File: src/mahr_pkg.sv
// Register map, field layout and timing constants for the MAC address bank
package mahr_pkg;

    // Register indices as printed; byte address is four times the index
    localparam logic [3:0] IdxAddrHigh  = 4'h2;
    localparam logic [3:0] IdxAddrLow   = 4'h3;
    localparam logic [3:0] IdxHashUpper = 4'h4;
    localparam logic [3:0] IdxHashLower = 4'h5;
    localparam logic [3:0] IdxPhyAccess = 4'h6;
    localparam logic [3:0] IdxPhyData   = 4'h7;
    localparam logic [3:0] IdxControl   = 4'h8;

    // Reset values
    localparam logic [31:0] RstAddrHigh  = 32'h0000ffff;
    localparam logic [31:0] RstAddrLow   = 32'h0fffffff;
    localparam logic [31:0] RstHash      = 32'h00000000;
    localparam logic [31:0] RstPhyAccess = 32'h00000000;

    // Access register field positions
    localparam int PhyAddrLsb = 11;
    localparam int PhyRegLsb  = 6;
    localparam int DirBit     = 1;
    localparam int BusyBit    = 0;
    localparam int McPassBit  = 0;

    // Management clock: 100 MHz over 40 gives 2.5 MHz
    localparam int ClkMhz       = 100;
    localparam int MdcPeriodNs  = 400;
    localparam int MdcHalfCyc   = (MdcPeriodNs * ClkMhz) / 2000;
    localparam int FrameBits    = 64;

    // Configuration byte locations for the station address
    localparam logic [2:0] RomFirstLoc = 3'h1;
    localparam logic [2:0] RomLastLoc  = 3'h6;

    typedef enum logic [2:0] {
        MgIdle  = 3'b000,
        MgShift = 3'b001,
        MgDone  = 3'b011
    } mahr_mgmt_type;

    typedef enum logic [1:0] {
        LdWait = 2'b00,
        LdReq  = 2'b01,
        LdDone = 2'b11
    } mahr_load_type;

    typedef struct packed {
        logic        cyc;
        logic        stb;
        logic        we;
        logic [3:0]  sel;
        logic [5:2]  adr;
        logic [31:0] dat;
    } mahr_wbreq_type;

    typedef struct packed {
        logic        ack;
        logic [31:0] dat;
    } mahr_wbrsp_type;

    typedef struct packed {
        logic       mdc;
        logic       mdioOut;
        logic       mdioOe_n;
    } mahr_mdio_type;

endpackage : mahr_pkg

File: src/mahr_regs.sv
// MAC station address, multicast hash and PHY management register bank
//
// What this block does
// - Address-high holds bits 15:0 in low half
// - Boot load address-high from bytes five, six
// - Address-low loaded from bytes one to four
// - Address-low byte 0 is first on wire
// - Leftmost address byte is most significant, first
// - Address ignores host writes until boot load completes
// - Six-bit hash index: top bit picks word
// - Index 0 is low bit 0; 63 high bit 31
// - Accept group frame when selected bit set
// - Pass-all bit accepts every group frame
// - Two fully read-write 32-bit hash words
// - Bits 10:6 select the PHY register
// - Bit 1 set writes, clear reads PHY
// - Busy held during access, cleared on completion
// - Read data valid once busy clears
// - Data register carries 16-bit PHY value
`timescale 1ns/1ps

module mahr_regs
    import mahr_pkg::*;
#(
    parameter int HashBits = 6
) (
    // Clock and reset
    input  wire logic                 mclk,
    input  wire logic                 rst_b,
    // Wishbone slave
    input  wire mahr_pkg::mahr_wbreq_type wbReq,
    output      mahr_pkg::mahr_wbrsp_type wbRsp,
    // Configuration memory loader
    input  wire logic                 romPresent,
    input  wire logic                 romReady,
    output      logic                 romRdReq,
    output      logic [2:0]           romLoc,
    input  wire logic                 romValid,
    input  wire logic [7:0]           romByte,
    output      logic                 initDone,
    // Receive filter
    input  wire logic                 rxGroupValid,
    input  wire logic [HashBits-1:0]  rxHashIndex,
    output      logic                 rxGroupAccept,
    output      logic [47:0]          stationAddr,
    // PHY management pins
    output      mahr_pkg::mahr_mdio_type mdioPins,
    input  wire logic                 mdioIn
);
    import mahr_pkg::*;

    localparam logic [6:0] DivMax = 7'(MdcHalfCyc - 1);

    logic [31:0]   addrHigh_q, addrHigh_d;
    logic [31:0]   addrLow_q, addrLow_d;
    logic [31:0]   hashUp_q, hashUp_d;
    logic [31:0]   hashLo_q, hashLo_d;
    logic [31:0]   phyAcc_q, phyAcc_d;
    logic [15:0]   phyData_q, phyData_d;
    logic          mcPass_q, mcPass_d;
    logic          ack_q, ack_d;
    logic [31:0]   rdat_q, rdat_d;
    mahr_load_type ld_q, ld_d;
    logic [2:0]    loc_q, loc_d;
    mahr_mgmt_type mg_q, mg_d;
    logic [6:0]    div_q, div_d;
    logic          mdc_q, mdc_d;
    logic [6:0]    bit_q, bit_d;
    logic [63:0]   sh_q, sh_d;
    logic          accept_q, accept_d;
    logic          wr;
    logic          rd;
    logic [31:0]   wmask;
    logic          mdcRise;
    logic          mdcFall;
    logic          sampleBit;

    always_comb begin
        for (int i = 0; i < 4; i++) begin
            wmask[i*8 +: 8] = {8{wbReq.sel[i]}};
        end
    end

    assign wr = wbReq.cyc && wbReq.stb && wbReq.we && !ack_q;
    assign rd = wbReq.cyc && wbReq.stb && !wbReq.we && !ack_q;

    // Management clock divider: one-cycle enables on each edge of mdc
    assign mdcRise = (mg_q == MgShift) && (div_q == DivMax) && !mdc_q;
    assign mdcFall = (mg_q == MgShift) && (div_q == DivMax) && mdc_q;
    // Read data bits follow the turnaround, sampled on the rising edge
    assign sampleBit = mdcRise && !phyAcc_q[DirBit] && (bit_q >= 7'd48);

    // Registers, loader and bus answer
    always_comb begin
        addrHigh_d = addrHigh_q;
        addrLow_d  = addrLow_q;
        hashUp_d   = hashUp_q;
        hashLo_d   = hashLo_q;
        phyAcc_d   = phyAcc_q;
        phyData_d  = phyData_q;
        mcPass_d   = mcPass_q;
        ld_d       = ld_q;
        loc_d      = loc_q;
        ack_d      = (wr || rd);
        rdat_d     = rdat_q;
        case (ld_q)
            LdWait: begin
                if (romReady) begin
                    ld_d = romPresent ? LdReq : LdDone;
                end
            end
            LdReq: begin
                if (romValid) begin
                    // Byte k lands in wire order slot k
                    case (loc_q)
                        3'h1: addrLow_d[7:0]    = romByte;
                        3'h2: addrLow_d[15:8]   = romByte;
                        3'h3: addrLow_d[23:16]  = romByte;
                        3'h4: addrLow_d[31:24]  = romByte;
                        3'h5: addrHigh_d[7:0]   = romByte;
                        3'h6: addrHigh_d[15:8]  = romByte;
                        default: addrLow_d      = addrLow_q;
                    endcase
                    loc_d = loc_q + 3'h1;
                    if (loc_q == RomLastLoc) begin
                        ld_d = LdDone;
                    end
                end
            end
            LdDone: ld_d = LdDone;
            default: ld_d = LdWait;
        endcase
        // Host writes to the address are dropped until boot load is over
        if (wr) begin
            case (wbReq.adr)
                IdxAddrHigh: if (ld_q == LdDone) begin
                    addrHigh_d = ((addrHigh_q & ~wmask) | (wbReq.dat & wmask))
                               & 32'h0000ffff;
                end
                IdxAddrLow: if (ld_q == LdDone) begin
                    addrLow_d = (addrLow_q & ~wmask) | (wbReq.dat & wmask);
                end
                IdxHashUpper: hashUp_d = (hashUp_q & ~wmask)
                                       | (wbReq.dat & wmask);
                IdxHashLower: hashLo_d = (hashLo_q & ~wmask)
                                       | (wbReq.dat & wmask);
                IdxPhyAccess: if (!phyAcc_q[BusyBit]) begin
                    // Writes while busy are dropped to protect the frame
                    phyAcc_d = ((phyAcc_q & ~wmask) | (wbReq.dat & wmask))
                             & 32'h0000ffc3;
                end
                IdxPhyData: if (!phyAcc_q[BusyBit]) begin
                    phyData_d = (phyData_q & ~wmask[15:0])
                              | (wbReq.dat[15:0] & wmask[15:0]);
                end
                IdxControl: if (wbReq.sel[0]) begin
                    mcPass_d = wbReq.dat[McPassBit];
                end
                default: mcPass_d = mcPass_q;
            endcase
        end
        if (sampleBit) begin
            phyData_d = {phyData_q[14:0], mdioIn};
        end
        if (mg_q == MgDone) begin
            phyAcc_d[BusyBit] = 1'b0;
        end
        if (rd) begin
            case (wbReq.adr)
                IdxAddrHigh:  rdat_d = addrHigh_q;
                IdxAddrLow:   rdat_d = addrLow_q;
                IdxHashUpper: rdat_d = hashUp_q;
                IdxHashLower: rdat_d = hashLo_q;
                IdxPhyAccess: rdat_d = phyAcc_q;
                IdxPhyData:   rdat_d = {16'h0000, phyData_q};
                IdxControl:   rdat_d = {31'h0, mcPass_q};
                default:      rdat_d = 32'h00000000;
            endcase
        end
    end

    always_ff @(posedge mclk or negedge rst_b) begin
        if (!rst_b) begin
            addrHigh_q <= RstAddrHigh;
            addrLow_q  <= RstAddrLow;
            hashUp_q   <= RstHash;
            hashLo_q   <= RstHash;
            phyAcc_q   <= RstPhyAccess;
            phyData_q  <= 16'h0000;
            mcPass_q   <= 1'b0;
            ld_q       <= LdWait;
            loc_q      <= RomFirstLoc;
            ack_q      <= 1'b0;
            rdat_q     <= 32'h00000000;
        end else begin
            addrHigh_q <= addrHigh_d;
            addrLow_q  <= addrLow_d;
            hashUp_q   <= hashUp_d;
            hashLo_q   <= hashLo_d;
            phyAcc_q   <= phyAcc_d;
            phyData_q  <= phyData_d;
            mcPass_q   <= mcPass_d;
            ld_q       <= ld_d;
            loc_q      <= loc_d;
            ack_q      <= ack_d;
            rdat_q     <= rdat_d;
        end
    end

    // Management frame engine
    always_comb begin
        mg_d  = mg_q;
        div_d = div_q;
        mdc_d = mdc_q;
        bit_d = bit_q;
        sh_d  = sh_q;
        case (mg_q)
            MgIdle: begin
                div_d = 7'h00;
                mdc_d = 1'b0;
                bit_d = 7'h00;
                if (phyAcc_q[BusyBit]) begin
                    // Preamble, start, opcode, addresses, turnaround, data
                    sh_d = {32'hffffffff, 2'b01,
                            phyAcc_q[DirBit] ? 2'b01 : 2'b10,
                            phyAcc_q[15:11], phyAcc_q[10:6],
                            2'b10, phyData_q};
                    mg_d = MgShift;
                end
            end
            MgShift: begin
                div_d = (div_q == DivMax) ? 7'h00 : div_q + 7'h01;
                if (mdcRise) begin
                    mdc_d = 1'b1;
                end
                if (mdcFall) begin
                    mdc_d = 1'b0;
                    sh_d  = {sh_q[62:0], 1'b1};
                    bit_d = bit_q + 7'h01;
                    if (bit_q == 7'(FrameBits - 1)) begin
                        mg_d = MgDone;
                    end
                end
            end
            MgDone: mg_d = MgIdle;
            default: mg_d = MgIdle;
        endcase
    end

    always_ff @(posedge mclk or negedge rst_b) begin
        if (!rst_b) begin
            mg_q  <= MgIdle;
            div_q <= 7'h00;
            mdc_q <= 1'b0;
            bit_q <= 7'h00;
            sh_q  <= 64'h0;
        end else begin
            mg_q  <= mg_d;
            div_q <= div_d;
            mdc_q <= mdc_d;
            bit_q <= bit_d;
            sh_q  <= sh_d;
        end
    end

    // Group address filter
    always_comb begin
        accept_d = accept_q;
        if (rxGroupValid) begin
            accept_d = mcPass_q
                || (rxHashIndex[5] ? hashUp_q[rxHashIndex[4:0]]
                                   : hashLo_q[rxHashIndex[4:0]]);
        end
    end

    always_ff @(posedge mclk or negedge rst_b) begin
        if (!rst_b) begin
            accept_q <= 1'b0;
        end else begin
            accept_q <= accept_d;
        end
    end

    // Wire order: byte 0 of address-low is first, most significant
    assign stationAddr   = {addrLow_q[7:0], addrLow_q[15:8], addrLow_q[23:16],
                            addrLow_q[31:24], addrHigh_q[7:0],
                            addrHigh_q[15:8]};
    assign rxGroupAccept = accept_q;
    assign initDone      = (ld_q == LdDone);
    assign romRdReq      = (ld_q == LdReq);
    assign romLoc        = loc_q;
    assign wbRsp.ack     = ack_q;
    assign wbRsp.dat     = rdat_q;
    // Pin released (enable high) during turnaround and data of a read
    assign mdioPins.mdc      = mdc_q;
    assign mdioPins.mdioOut  = sh_q[63];
    assign mdioPins.mdioOe_n = (mg_q != MgShift)
                             || (!phyAcc_q[DirBit] && bit_q >= 7'd46);

endmodule : mahr_regs

File: config.mk
export PLATFORM = sky130hd
export DESIGN_NAME = mahr_regs
export DESIGN_NICKNAME = d
export VERILOG_FILES = /design/src/mahr_pkg.sv /design/src/mahr_regs.sv
export SDC_FILE = /design/constraint.sdc
export NUM_CORES = 1
export LEC_CHECK = 0
export BUFFER_PORTS_ARGS = -buffer_cell sky130_fd_sc_hd__clkbuf_2
export CAP_MARGIN = 5
export CORE_ASPECT_RATIO = 0.9
export CORE_MARGIN = 1.5
export CORE_UTILIZATION = 53
export DETAILED_ROUTE_END_ITERATION = 8
export PLACE_DENSITY = 0.79
export SLEW_MARGIN = 20
export SYNTH_ARGS = -nofsm -noshare
export SYNTH_HDL_FRONTEND = slang
export SYNTH_SLANG_ARGS = --single-unit
export TNS_END_PERCENT = 30
File: constraint.sdc
create_clock -name mclk -period 2.1 [get_ports mclk]
set_clock_uncertainty 0.05 [all_clocks]
set_input_delay 0.42 -clock mclk [delete_from_list [all_inputs] [get_ports mclk]]
set_output_delay 0.42 -clock mclk [all_outputs]
set_load 0.005 [all_outputs]
==> key figures <==
Floorplan
  • Std cell rows: 52
  • Die X: approximately 160 um
  • Total core area: ~0.023 sq mm
  • Chip height: 147 um
  • I/O Pins: 154
  • Die area: 0.0239 sq mm
  • Starting Density: between 50% and 60%

Yosys
  • Ys flop type: dfrtp_1
  • Synth Register Bits: ~260
  • Post-synth top area cell: dfrtp_1
  • Synthesized net count: roughly 1200
  • Post-synth top area share: about 44%
  • Cell variety after synth: 58
  • Post-Syn Area: roughly 0.012 sq mm
  • Simple-gate portion of the synthesized area: a little over an eighth
  • Top cells by area, synth: dfrtp_1 44%, dfstp_2 9.7%, mux2_2 7.1%
  • Compound-Gate Fraction of Synth Area: 15.7%
  • Xor/xnor cell area share of the yosys netlist: less than 1%
  • Seq/Total Area, Yosys: 54.1%
  • Syn avg cell area: roughly 11 sq um
  • Post-synth EDFFs: 0
  • Largest family of logic cells by synthesized area: compound AO/OA/AOI/OAI gates
  • Ys async rst share: 100%
  • Yosys warns: 0
  • Adder-cell share of the synthesized area: 0.822%
  • Proportion of synthesized area in mux cells: approximately an eighth
  • Cells after Synth: ~1100

Global routing
  • GRT Resource Usage Total: ~30%
  • First-pass GRT wire length: between 50000 and 60000 um
  • Grt total ovfl: 0
  • Number of global-route vias before repair: 9938
  • Largest net degree at the start of global routing: 62
  • Initial antenna violation count: 0

Status
  • Violated checks: design-rule violations
  • Run status: finished with violations

Setup path
  • Setup crit start kind: flop
  • CP required: between 1.5 and 2 ns
  • Slowest stage delay, CP: 0.44 ns
  • Critical Path End Type: primary output
  • Worst EP arrival: approximately 1.6 ns
  • R2R setup slack: approximately 0.07 ns
  • CP bufs+invs: 1
  • Critical path peak fanout: 5
  • Worst Path Class, Setup: flop to primary output
  • CP top delay family: compound AO/OA/AOI/OAI gates
  • Critical-path top delay cell: dfrtp_2
  • Crit path cell chain: a31o_2 -> a21oi_2 -> o21ai_1 -> clkbuf_2

Power
  • Cell area power density: approximately 1000 mW/mm^2
  • Peak VDD IR: around 0.73 mV
  • P_leak: roughly 6.8 nW

Routing
  • Final ANT Viol Nets: 0
  • DRC: 4
  • Via count: roughly 10000
  • Detailed Routing Iterations Pass 1: 9
  • Via density: between 6 and 7
  • Routed len/inst: 21.0 um
  • Initial DRC count: ~1300
  • Final wirelength: ~35000 um

Layout
  • Ant diodes: 0
  • Nets: approximately 1400
  • Finished Core Util: between 60% and 70%
  • Area growth syn-to-layout: 20.9%
  • Fraction of layout cells with a size suffix above 1: 32.3%

Timing
  • Worst-Margin Slew: ~0.67 ns
  • Slew Viols, Final: 0
  • Slew margin rel.: between 50% and 60%
  • Final min period: between 2 and 2.5 ns
  • Fin Hold WS: roughly 0.075 ns
  • Period utilisation layout: 97.3%
  • Endpoints failing setup: 0
  • Setup_tns: 0 ns
  • Final Hold Viols: 0
  • Fmax: approximately 490 MHz

Clocking
  • Clk buf depth: 3
  • Clock transition at the registers of the reported paths: around 0.06 ns
  • Worst skew pair latency: between 0.5 and 0.6 ns
  • TritonCTS sink count: ~260
  • CTS tree: built
  • Root Driver: clkbuf_16
  • CTS Buf Count: 27
  • H-tree depth: 1

Placement
  • GP Congestion: 0.951
  • Port buffer count: around 150
  • DP HPWL: roughly 25000 um

Run
  • Max Cap Viol: 0

Worst hold path
  • Worst Hold Class: primary input to flop
==> area by class of cell <==
type                            instances  area [sq um]
Clock buffer                           42           772
Clock inverter                          8          71.3
Fill cell                            1702          7780
Inverter                               31           116
Multi-Input combinational cell        780          5270
Sequential cell                       261          6590
Tap cell                              297           372
Timing Repair Buffer                  231          1540
==> path summary, 6_finish.rpt <==
check,depth (start not counted),from,endpoint
setup / recovery,4,bit_q[4],mdioPins[0]
setup reg to reg,6,romLoc[0],flop
hold / removal,3,mdioIn,flop
min in group asynchronous,2,rst_b,sh_q[16]
max in group asynchronous,3,rst_b,asynchronous set/reset pin
hold reg to reg,2,flop,flop
==> where the power goes <==
part           switching (mW)  leakage (nW)  internal (mW)
combinational            1.95          3.29           1.56
clock                    1.96         0.413           2.64
sequential              0.903          3.09           6.37
total                    4.81          6.79           10.6
==> logic make-up after synthesis <==
| group | Yosys count |
|---|---|
| and+or+nand+nor | 366 |
| AOI/OAI and AO/OA | 284 |
| DFF | 261 |
| muxes | 115 |
| buffers and inverters | 102 |
| adders and majority gates | 8 |
| xor gates and xnor gates | 7 |
==> placed cells by master, fill, tap and decap left out, drive strengths merged, types with 3 or more instances in the layout <==
cell type	Yosys	layout
nor4b	6	6
a222oi	42	42
a21oi	73	73
ha	8	8
o21ai	43	43
nand3b	3	3
nor3b	4	4
a31oi	37	37
nand3	12	12
clkbuf	43	195
dfrtp	216	216
mux4	16	16
a2111oi	3	3
mux2i	22	22
nand2b	7	7
dfstp	45	45
a211oi	4	4
xnor2	6	6
nor4	3	3
clkinv	0	5
nor3	10	10
nor2	120	120
buf	28	77
inv	31	32
nor2b	6	6
a22oi	37	37
and4b	3	3
mux2	77	77
nand2	177	177
a21o	16	16
o22ai	18	18
and2	6	6
==> synthesized netlist by cell type, types with 3 or more instances <==
cell type / number
dfstp_2: 45
dfrtp_1: 216
mux2i_1: 22
a31oi_1: 37
and2_1: 4
xnor2_1: 6
a222oi_1: 42
nor2_1: 120
nor4b_4: 3
mux4_2: 16
buf_1: 3
buf_2: 22
nand2b_1: 7
nand3_1: 12
a22oi_1: 37
nor2b_1: 6
inv_1: 31
o21ai_0: 42
ha_1: 8
a211oi_1: 3
o22ai_1: 18
nor4b_1: 3
nand2_1: 177
and4b_1: 3
nand3b_1: 3
clkbuf_1: 43
a21oi_1: 73
nor3_1: 9
mux2_2: 77
buf_4: 3
a21o_1: 16
==> metal layers <==
| metal | global-route usage (%) | share of wire [%] | up-vias |
|---|---|---|---|
| li1 | - | - | 4549 |
| met1 | 40.8 | 41 | 5070 |
| met2 | 43.2 | 44 | 559 |
| met3 | 8.27 | 11 | 114 |
| met4 | 11.7 | 4.0 | 0 |
| met5 | 0 | 0 | - |
==> per-stage QoR <==
step | cell area, sq um | setup WS, ns | power (mW) | std cells
2_1_floorplan | 12200 | 0.0803 | 9.02 | 1143
3_3_place_gp | 13800 | -0.0549 | 10.5 | 1595
3_5_place_dp | 13800 | -0.0766 | 10.7 | 1595
4_1_cts | 14700 | 0.00136 | 15.3 | 1647
5_1_grt | 14700 | -0.0329 | 16.2 | 1650
6_report | 14700 | 0.0558 | 15.4 | 1650
==> tightest hold or removal path, cell delays in order <==
cell and delay (ns):
clkbuf_2 0.10, nand2_1 0.04, o21ai_0 0.06
==> what timing repair did <==
action,in CTS,in global routing
gates cloned,0,1
pin swaps,1,1
endpoints found under the hold margin,42,0
hold buffers,1,0
setup endpoints to repair,1,72
setup buffers,1,2
resized for setup,2,10
No activity file was read; power rests on OpenSTA's default activity.
